===== config.mk =====
export PLATFORM = sky130hd
export DESIGN_NAME = serializer_config_registers
export DESIGN_NICKNAME = d
export VERILOG_FILES = /design/src/cfg_regs_pkg.sv /design/src/timeout_timer.sv /design/src/serializer_config_registers.sv
export SDC_FILE = /design/constraint.sdc
export NUM_CORES = 1
export LEC_CHECK = 0
export BUFFER_PORTS_ARGS = -buffer_cell sky130_fd_sc_hd__buf_2
export CORE_MARGIN = 5
export CORE_UTILIZATION = 36
export DETAILED_ROUTE_END_ITERATION = 8
export SLEW_MARGIN = 20
export SYNTH_ARGS = -nofsm -noshare
export SYNTH_HDL_FRONTEND = slang
export SYNTH_HIERARCHICAL = 1
export SYNTH_SLANG_ARGS = --single-unit

===== constraint.sdc =====
create_clock -name SYS_CLK -period 3.1 [get_ports SYS_CLK]
set_input_delay 0.155 -clock SYS_CLK [delete_from_list [all_inputs] [get_ports SYS_CLK]]
set_output_delay 0.155 -clock SYS_CLK [all_outputs]
set_load 0.01 [all_outputs]

===== src/cfg_regs_pkg.sv =====
// Operation
// - Link format register resets to 0xb5, pixel rate range 10.
// - Serial rate range field resets to 11.
// - Parity enable resets 0; parallel width code resets 101 (18 bits).
// - Spread register resets 0x1f: spread 000, reserved ones.
// - Start timeout divider resets 1010, pixel clock over 1024.
// - Start timeout count resets 0000, counts to one tick.
// - End timeout register resets 0xa0: divider 1010, count 0000.
// - Control register reset is 0x28 when remote select low, else 0x30.
// - Vsync edge falling, pixel clock edge rising by default.
// - Filter PLL bypass and PRBS test enable reset to 0.
// - End frame code resets 0xff.
// - Peripheral interface register resets to zero: UART, disabled, slow rate.
// - Come-back timeout resets 000, base mode rate code 00.
// - PRBS length 0000; upper GPIO inputs with zero values.
// - Lower GPIO directions reset to inputs, values reset to 0x00.
// - Preemphasis register resets 0xe0, level 111, reserved zeros.
// - Glitch filter width resets 00; widths 100, 50, 10 ns.
// - Control-unit activity restarts start and end timeout timers.
package cfg_regs_pkg;
    localparam logic [3:0] OFS_LINK_FORMAT = 4'h0;
    localparam logic [3:0] OFS_SPREAD = 4'h1;
    localparam logic [3:0] OFS_START_TO = 4'h2;
    localparam logic [3:0] OFS_END_TO = 4'h3;
    localparam logic [3:0] OFS_CONTROL = 4'h4;
    localparam logic [3:0] OFS_OWN_ADDR = 4'h5;
    localparam logic [3:0] OFS_END_FRAME = 4'h6;
    localparam logic [3:0] OFS_PARTNER_ADDR = 4'h7;
    localparam logic [3:0] OFS_PERIPH = 4'h8;
    localparam logic [3:0] OFS_PRBS_GPIO = 4'h9;
    localparam logic [3:0] OFS_GPIO_DIR = 4'ha;
    localparam logic [3:0] OFS_GPIO_VAL = 4'hb;
    localparam logic [3:0] OFS_PREEMPH = 4'hc;
    localparam logic [3:0] OFS_GLITCH = 4'hd;
    localparam logic [3:0] OFS_LOCK = 4'he;
    localparam int NUM_REGS = 15;

    localparam logic [7:0] RST_LINK_FORMAT = 8'hb5;
    localparam logic [7:0] RST_SPREAD = 8'h1f;
    localparam logic [7:0] RST_START_TO = 8'ha0;
    localparam logic [7:0] RST_END_TO = 8'ha0;
    localparam logic [7:0] RST_CONTROL_LOCAL = 8'h28;
    localparam logic [7:0] RST_CONTROL_REMOTE = 8'h30;
    localparam logic [7:0] RST_OWN_ADDR = 8'hfa;
    localparam logic [7:0] RST_END_FRAME = 8'hff;
    localparam logic [7:0] RST_PARTNER_ADDR = 8'hf8;
    localparam logic [7:0] RST_PERIPH = 8'h00;
    localparam logic [7:0] RST_PRBS_GPIO = 8'h00;
    localparam logic [7:0] RST_GPIO_DIR = 8'h00;
    localparam logic [7:0] RST_GPIO_VAL = 8'h00;
    localparam logic [7:0] RST_PREEMPH = 8'he0;
    localparam logic [7:0] RST_GLITCH = 8'h00;
    localparam logic [7:0] RST_LOCK = 8'h00;

    // Writable bit masks; cleared bits are reserved or read only
    localparam logic [7:0] WMASK_SPREAD = 8'he0;
    localparam logic [7:0] WMASK_CONTROL = 8'hbd;
    localparam logic [7:0] WMASK_PREEMPH = 8'he0;
    localparam logic [7:0] WMASK_GLITCH = 8'h03;
    localparam logic [7:0] WMASK_LOCK = 8'h00;
    localparam logic [7:0] WMASK_FULL = 8'hff;
    localparam int LOCK_BIT = 0;

    // Timeout divider: tick every 2**code pixel clocks
    localparam logic [3:0] TO_DIV_RESET_CODE = 4'ha;
    localparam int TO_DIV_W = 16;
    localparam int TO_CNT_W = 5;

    // Glitch filter widths in ns at the 20 MHz clock
    localparam int CLK_PERIOD_NS = 50;
    localparam int GF_SLOW_NS = 100;
    localparam int GF_MID_NS = 50;
    localparam int GF_FAST_NS = 10;
    localparam int GF_SLOW_CYC = (GF_SLOW_NS + CLK_PERIOD_NS - 1) / CLK_PERIOD_NS;
    localparam int GF_MID_CYC = (GF_MID_NS + CLK_PERIOD_NS - 1) / CLK_PERIOD_NS;
    localparam int GF_FAST_CYC = (GF_FAST_NS + CLK_PERIOD_NS - 1) / CLK_PERIOD_NS;

    typedef struct packed {
        logic [1:0] pixel_rate_range;
        logic [1:0] serial_rate_range;
        logic parity_enable;
        logic [2:0] parallel_width_code;
    } link_format_t;

    typedef struct packed {
        logic vsync_edge_select;
        logic rsvd6;
        logic pixel_clock_edge_select;
        logic power_down;
        logic serializer_enable;
        logic filter_pll_bypass;
        logic rsvd1;
        logic prbs_test_enable;
    } control_t;

    typedef struct packed {
        logic peripheral_protocol_select;
        logic peripheral_interface_enable;
        logic fast_uart;
        logic [2:0] comeback_timeout;
        logic [1:0] base_mode_rate_code;
    } periph_t;

    typedef struct packed {
        logic [3:0] prbs_length_code;
        logic upper_pin9_direction;
        logic upper_pin8_direction;
        logic upper_pin9_value;
        logic upper_pin8_value;
    } prbs_gpio_t;

    typedef struct packed {
        logic [3:0] divider;
        logic [3:0] count;
    } timeout_cfg_t;
endpackage


===== src/timeout_timer.sv =====
`timescale 1ns/1ps
module timeout_timer
    import cfg_regs_pkg::*;
(
    input wire logic clk,
    input wire logic rst,
    input wire logic run,
    input wire logic restart,
    input cfg_regs_pkg::timeout_cfg_t cfg,
    output logic expired
);
    import cfg_regs_pkg::*;
    logic [TO_DIV_W-1:0] div_q;
    logic [TO_CNT_W-1:0] cnt_q;
    logic exp_q;
    wire logic [TO_DIV_W-1:0] div_top = TO_DIV_W'((32'd1 << cfg.divider) - 32'd1);
    wire logic tick = run && (div_q == div_top);
    wire logic [TO_CNT_W-1:0] cnt_top = {1'b0, cfg.count} + TO_CNT_W'(1);

    // Restart outranks expiry so late activity keeps the channel open
    always_ff @(posedge clk) begin
        if (rst || restart || !run) begin
            div_q <= '0;
            cnt_q <= '0;
            exp_q <= 1'b0;
        end else if (tick && !exp_q) begin
            div_q <= '0;
            cnt_q <= cnt_q + TO_CNT_W'(1);
            exp_q <= (cnt_q + TO_CNT_W'(1)) >= cnt_top;
        end else if (!exp_q) begin
            div_q <= div_q + TO_DIV_W'(1);
        end
    end
    assign expired = exp_q;
endmodule


===== src/serializer_config_registers.sv =====
`timescale 1ns/1ps
module serializer_config_registers
    import cfg_regs_pkg::*;
(
    input wire logic SYS_CLK,
    input wire logic RST,
    input wire logic REMOTE_SELECT_PIN,
    input wire logic WR_EN,
    input wire logic RD_EN,
    input wire logic [3:0] ADDR,
    input wire logic [7:0] WDATA,
    output logic [7:0] RDATA,
    output logic RDATA_VALID,
    input wire logic LOCKED,
    input wire logic CHANNEL_OPEN,
    input wire logic CU_ACTIVITY,
    output cfg_regs_pkg::link_format_t LINK_FORMAT,
    output logic [2:0] SPREAD_CODE,
    output cfg_regs_pkg::control_t CONTROL,
    output logic [7:0] OWN_ADDR,
    output logic [7:0] PARTNER_ADDR,
    output logic [7:0] END_FRAME,
    output cfg_regs_pkg::periph_t PERIPH,
    output cfg_regs_pkg::prbs_gpio_t PRBS_GPIO,
    output logic [7:0] GPIO_DIR,
    output logic [7:0] GPIO_VAL,
    output logic [2:0] PREEMPHASIS_LEVEL,
    output logic [1:0] GLITCH_FILTER_WIDTH,
    output logic [1:0] GLITCH_FILTER_CYCLES,
    output logic START_TIMEOUT_EXPIRED,
    output logic END_TIMEOUT_EXPIRED
);
    import cfg_regs_pkg::*;

    logic [7:0] regs_q [NUM_REGS];
    logic [7:0] rdata_q;
    logic rvalid_q;
    logic rst_seen_q;

    // Reset values; the control register follows the remote select strap
    function automatic logic [7:0] reset_value(input int idx, input logic remote);
        logic [7:0] v;
        v = 8'h00;
        case (idx)
            0: v = RST_LINK_FORMAT;
            1: v = RST_SPREAD;
            2: v = RST_START_TO;
            3: v = RST_END_TO;
            4: v = remote ? RST_CONTROL_REMOTE : RST_CONTROL_LOCAL;
            5: v = RST_OWN_ADDR;
            6: v = RST_END_FRAME;
            7: v = RST_PARTNER_ADDR;
            8: v = RST_PERIPH;
            9: v = RST_PRBS_GPIO;
            10: v = RST_GPIO_DIR;
            11: v = RST_GPIO_VAL;
            12: v = RST_PREEMPH;
            13: v = RST_GLITCH;
            14: v = RST_LOCK;
            default: v = 8'h00;
        endcase
        return v;
    endfunction

    function automatic logic [7:0] write_mask(input int idx);
        logic [7:0] m;
        m = WMASK_FULL;
        case (idx)
            1: m = WMASK_SPREAD;
            4: m = WMASK_CONTROL;
            12: m = WMASK_PREEMPH;
            13: m = WMASK_GLITCH;
            14: m = WMASK_LOCK;
            default: m = WMASK_FULL;
        endcase
        return m;
    endfunction

    // Synchronous reset samples the strap each reset cycle, no async capture
    genvar g;
    generate
        for (g = 0; g < NUM_REGS; g++) begin : g_reg
            localparam logic [7:0] WM = write_mask(g);
            wire logic hit = WR_EN && (ADDR == 4'(g));
            wire logic [7:0] rst_v = reset_value(g, REMOTE_SELECT_PIN);
            wire logic [7:0] merged = (WDATA & WM) | (regs_q[g] & ~WM);
            always_ff @(posedge SYS_CLK) begin
                if (RST) begin
                    regs_q[g] <= rst_v;
                end else if (hit) begin
                    regs_q[g] <= merged;
                end
            end
        end
    endgenerate

    // Lock bit mirrors hardware state, never software writes
    wire logic [7:0] lock_rd = {regs_q[OFS_LOCK][7:1], LOCKED};
    wire logic addr_ok = ADDR < 4'(NUM_REGS);
    wire logic [7:0] rd_sel = !addr_ok ? 8'h00 : (ADDR == OFS_LOCK) ? lock_rd : regs_q[ADDR];

    always_ff @(posedge SYS_CLK) begin
        if (RST) begin
            rdata_q <= 8'h00;
            rvalid_q <= 1'b0;
        end else begin
            rdata_q <= RD_EN ? rd_sel : rdata_q;
            rvalid_q <= RD_EN;
        end
    end

    always_ff @(posedge SYS_CLK) begin
        rst_seen_q <= RST;
    end

    assign RDATA = rdata_q;
    assign RDATA_VALID = rvalid_q && !rst_seen_q;

    // Field outputs
    assign LINK_FORMAT = link_format_t'(regs_q[OFS_LINK_FORMAT]);
    assign SPREAD_CODE = regs_q[OFS_SPREAD][7:5];
    assign CONTROL = control_t'(regs_q[OFS_CONTROL]);
    assign OWN_ADDR = regs_q[OFS_OWN_ADDR];
    assign END_FRAME = regs_q[OFS_END_FRAME];
    assign PARTNER_ADDR = regs_q[OFS_PARTNER_ADDR];
    assign PERIPH = periph_t'(regs_q[OFS_PERIPH]);
    assign PRBS_GPIO = prbs_gpio_t'(regs_q[OFS_PRBS_GPIO]);
    assign GPIO_DIR = regs_q[OFS_GPIO_DIR];
    assign GPIO_VAL = regs_q[OFS_GPIO_VAL];
    assign PREEMPHASIS_LEVEL = regs_q[OFS_PREEMPH][7:5];
    assign GLITCH_FILTER_WIDTH = regs_q[OFS_GLITCH][1:0];

    // Filter width in cycles follows the selected base mode rate
    wire logic [1:0] gf_slow = 2'(GF_SLOW_CYC);
    wire logic [1:0] gf_mid = 2'(GF_MID_CYC);
    wire logic [1:0] gf_fast = 2'(GF_FAST_CYC);
    assign GLITCH_FILTER_CYCLES = (PERIPH.base_mode_rate_code == 2'h0) ? gf_slow :
                                  (PERIPH.base_mode_rate_code == 2'h1) ? gf_mid : gf_fast;

    // Activity from the control unit or a register access restarts both timers
    wire logic activity = CU_ACTIVITY || WR_EN || RD_EN;

    timeout_timer u_start_to (
        .clk(SYS_CLK),
        .rst(RST),
        .run(CHANNEL_OPEN),
        .restart(activity),
        .cfg(timeout_cfg_t'(regs_q[OFS_START_TO])),
        .expired(START_TIMEOUT_EXPIRED)
    );

    timeout_timer u_end_to (
        .clk(SYS_CLK),
        .rst(RST),
        .run(CHANNEL_OPEN),
        .restart(activity),
        .cfg(timeout_cfg_t'(regs_q[OFS_END_TO])),
        .expired(END_TIMEOUT_EXPIRED)
    );
endmodule


; Word-level counts from Yosys, hierarchy flattened
; Memory sizes are Yosys's and may differ from the RTL's.
; Index checks and enable logic that the tools add are counted.
[op_classes]
n_reduce_logical = 33
magnitude_cmp = 3
muxes = 66
bitwise = 19
eq_ne = 17
n_addsub = 8
n_shift = 2
[ops]
columns = cell, n
row1 = two-way mux 8 bit, 17
row2 = two-way mux 1 bit, 47
row3 = "adder 16 x 1 -> 16 bit, second input constant", 2
row4 = == test 16 bit, 2
row5 = "left shift 1 x 4 -> 16 bit, first input constant", 2
row6 = "subtractor 16 x 1 -> 16 bit, second input constant", 2
row7 = "== test 4 bit, second input constant", 7
row8 = logical AND 1 bit, 20
row9 = "== test 4 x 3 -> 1 bit, second input constant", 4
row10 = OR 8 x 5 -> 8 bit, 2
row11 = OR 1 bit, 15
row12 = "adder 4 x 1 -> 5 bit, second input constant", 2
row13 = "adder 5 x 1 -> 5 bit, second input constant", 2
row14 = >= comparator 5 bit, 2
row15 = "== test 4 x 2 -> 1 bit, second input constant", 2
row16 = OR 2 x 8 -> 8 bit, 1
row17 = OR 8 x 7 -> 8 bit, 1
row18 = two-way mux 5 bit, 1
row19 = "== test 4 x 1 -> 1 bit, second input constant", 1
row20 = zero test 1 bit, 4
row21 = zero test 4 bit, 1
row22 = logical OR 1 bit, 4
row23 = "< comparator 4 bit, second input constant", 1
row24 = OR reduction 2 bit, 2
row25 = other kinds (4), 4
[totals]
wordCells = 158
n_memories = 1
output_inout_bits = 93
input_bits = 20
mem_bits_rw = 120
regBits = 54
[memory_table]
columns = memory, depth, word_bits, rd, rd_clocked_by_memory_dff, write_ports, line_no
row1 = regs_q, 15, 8, 16, 0, 15, serializer_config_registers.sv:35  ; logic [7:0] regs_q [NUM_REGS];

; Logic depth before layout (Yosys ltp)
[depth]
depth_word = 7
ltp_mapped = 12
mapped_depth_nobuf = 9

; Hierarchy
; Netlist, hierarchy kept.
[by_module_without_submodules]
columns = module, seq_area_each_um2, n_inst, cells_each, area_each_um2
row1 = serializer_config_registers, 3022.9, 1, 374, 4927.2
row2 = timeout_timer, 440.4, 2, 196, 1642.8

; Worst setup path after synthesis
; OpenSTA, ideal clock, no wires.
[synth_path]
kind = reg2reg
startpoint = memory regs_q[3][5]
endpoint = register u_end_to.cnt_q[2]
setup_slack_ps = 263
path_stages_with_launch = 13
period_less_slack_ps = 2837
setup_ps = 70
required_ps = 3030
arrival_time_ps = 2767
n_path_buf = 3
path_cell_list = edfxtp_1 > buf_6 > nor3_2 > nand2b_1 > ha_1 > clkbuf_1 > nor3_1 > o2111a_1 > a211oi_1 > or3_1 > clkbuf_1 > or4_1 > a21oi_1
[synth_rtl]
columns = item, line_no
row1 = "start, declared", serializer_config_registers.sv:35
row2 = "end signal, assigned", timeout_timer.sv:28  ; cnt_q <= cnt_q + TO_CNT_W'(1);
row3 = "end, declared", timeout_timer.sv:14  ; logic [TO_CNT_W-1:0] cnt_q;

==> run metrics <==
Core ar. ~23000 µm²; Syn Area/Cell ~11 µm²; Synth Instances around 770; mapped cell area around 8000 µm²; All-Layer GR Usage between 10% and 20%; area grow syn2layout 16.26%; Clock transition at path regs roughly 0.07 ns; routed length on met2 10360 µm; Worst setup EP type flip-flop; worst-path fanout max 11; pin count of the biggest net entering global routing 25; PwrDens 508.8 nW/µm²; highest routed metal layer met4; CTS tree built; R2R cell count 9; status complete, no violations; Non-Filler Instances around 1200; # diodes 0; worst-skew pair later-pin latency around 0.43 ns; starting density of the core 36.39%; CP Launch Type flip-flop; Synth top area share between 30% and 40%; Reg-to-Reg End u_end_to/cnt_q[3]$_SDFFE_PP0P_; wl on met1 9805 µm; unrepaired setup endpoints after global routing false; post-DP HPWL roughly 16000 µm; commonest non-fill, non-tap cell in the layout buf_2; via count ~6400; drc violations 0; LEAKAGE about 3.6 nW; Slew Limit Fails 0; Num CTS Buffers 17; Post-Route WL between 20000 and 25000 µm; hold crit path type input pin to flip-flop; Ports between 100 and 150; CP required around 3.5 ns; fmax 353.1 MHz; Post-synth EDFFs 94; clk sinks around 150; clk buf depth 2; First-pass DRT Iterations 7; area leader, netlist edfxtp_1; Tmin final ~2.8 ns; vias per cell around 5.5; maxcap violations 0; synth unique cells 62; vias in the first global route ~6200; post-synthesis sequential area ratio roughly 48%; Placed Cells roughly 1100; Worst Setup SP regs_q[3][7]$_SDFFCE_PN1P_; Seq cells post-synth approximately 150; highest-count cells in the layout ignoring fill and taps buf_2, edfxtp_1, nor2_1; Slew @ Worst Pin 1.001 ns; Final setup viols 0; crit path to u_end_to/cnt_q[3]$_SDFFE_PP0P_; hold_buf cts 0; CP Class flip-flop to flip-flop; top post-synthesis cells by area edfxtp_1, dfxtp_1, xor2_1; Final ANT Viol Nets 0; met3 WL post-DR between 1500 and 2000 µm; Die Y between 150 and 200 µm; number of core rows 55; clock skew ~0.012 ns; root buffer cell clkbuf_16; asr flop ratio synth 0%; worst r2r src regs_q[3][7]$_SDFFCE_PN1P_; IO buf count between 100 and 150; Fin Setup TNS 0 ns; total grt overflow 0; Layout Nets a little under 900; ys flop type edfxtp_1; layout cells sized above 1 24.05%; WL/cell roughly 20 µm; Final Cycle Share around nine tenths; die area 25930 µm²; Slew HR 33.14%; CTS H-tree lvls 4; hold slack 0.04619 ns; gpl congestion ~0.85; Die W roughly 160 µm; Worst VDD drop 0.3749 mV; DRT iter0 DRCs around 550; worst endpoint data arrival time 3.19 ns; FF-to-FF setup slack around 0.27 ns; first-pass GRT wire length roughly 36000 µm; Hold Violations, Final 0; initial antenna violation count 0; Syn. warnings 6
logic make-up after synthesis:
family	share of synthesized area, %
compound gates	10.57
buf+inv	4.449
other cells	0.04566
mux	6.977
xor+xnor	5.972
simple gates	21.71
flops	47.53
fa+ha+maj	2.742
power breakdown:
group          total (mW)  internal [mW]  switching, mW
registers            2.25           2.18         0.0654
clock network        2.06           1.14          0.919
logic               0.550          0.214          0.335
total                4.86           3.54           1.32
routing by layer:
layer  GRT usage, %  vias up
met5              0        -
li1               -     3020
met4          6.630        0
met1          23.52     3059
met2          27.61      269
met3          3.955       47
repair_timing:
action | 4_1_cts | 5_1_grt
buffers inserted | 0 | 0
resized for setup | 0 | 1
endpoints found under the setup margin | 0 | 19
registers in the layout (all words and copies together), names as in the netlist:
name and count:
u_end_to/cnt_q 5, u_end_to/expired 1, u_start_to/div_q 16, rvalid_q 1
u_start_to/cnt_q 5, u_end_to/div_q 16, regs_q 94, u_start_to/expired 1
rst_seen_q 1, RDATA 8
Yosys cell counts, drive strengths merged, types with 3 or more instances:
cell,instances
inv,13
a211oi,4
a31o,6
and2,34
ha,18
a22o,3
mux2,9
and4,6
a21oi,25
or3,25
mux2i,13
nor3b,6
and3,23
nand3,30
a31oi,3
o211ai,6
dfxtp,54
nor4b,6
o221ai,7
nand4,13
a21o,13
nand2,30
or4,6
nor2b,10
clkbuf,28
nand2b,7
o21bai,9
edfxtp,94
xnor2,26
o31ai,6
o2111ai,4
nor2,65
xor2,30
nor3,39
or2,10
o21ai,15
mux4,14
buf,32
worst min path at each step:
| stage | start | to | slack [ns] | cells past startpoint |
|---|---|---|---|---|
| 2_1_floorplan | RST | rst_seen_q$_DFF_P_ | 0.18 | 0 |
| 3_3_place_gp | RDATA[2]$_SDFFE_PP0P_ | RDATA[2]$_SDFFE_PP0P_ | 0.47 | 2 |
| 3_5_place_dp | u_end_to/cnt_q[4]$_SDFFE_PP0P_ | u_end_to/cnt_q[4]$_SDFFE_PP0P_ | 0.48 | 2 |
| 4_1_cts | REMOTE_SELECT_PIN | regs_q[4][4]$_DFFE_PP_ | 0.04 | 2 |
| 5_1_grt | REMOTE_SELECT_PIN | regs_q[4][4]$_DFFE_PP_ | 0.06 | 2 |
| 6_report | REMOTE_SELECT_PIN | regs_q[4][4]$_DFFE_PP_ | 0.05 | 2 |
critical path: stages (launching register included):
cell and delay [ns]:
edfxtp_1 0.43, nor3_4 0.28, nand2b_1 0.09, ha_1 0.33, nor3_1 0.23, o2111a_1 0.23
a211oi_1 0.05, or3_1 0.47, or4_1 0.51, a21oi_1 0.14
metrics by stage:
stage / util (%) / instance area (µm²) / power, mW / setup slack [ns]
after floorplan: - / 8217 / 2.623 / 0.2632
after global placement: 39.68 / 8957 / 2.833 / 0.3336
after detailed placement: 39.68 / 8957 / 2.836 / 0.2262
after CTS: 42.27 / 9542 / 4.892 / 0.2161
after global routing: 42.30 / 9548 / 5.034 / 0.002309
final: 42.30 / 9548 / 4.858 / 0.2680
area by class of cell:
cell class / count / area, µm²
Clock buffer: 17 / 425.4
Clock inverter: 15 / 158.9
Fill cell: 2151 / 13020
Inverter: 13 / 48.80
Multi-Input combinational cell: 546 / 3954
Sequential cell: 148 / 3904
Tap cell: 285 / 356.6
Timing Repair Buffer: 130 / 700.7
(Power assumes the default switching activity.)
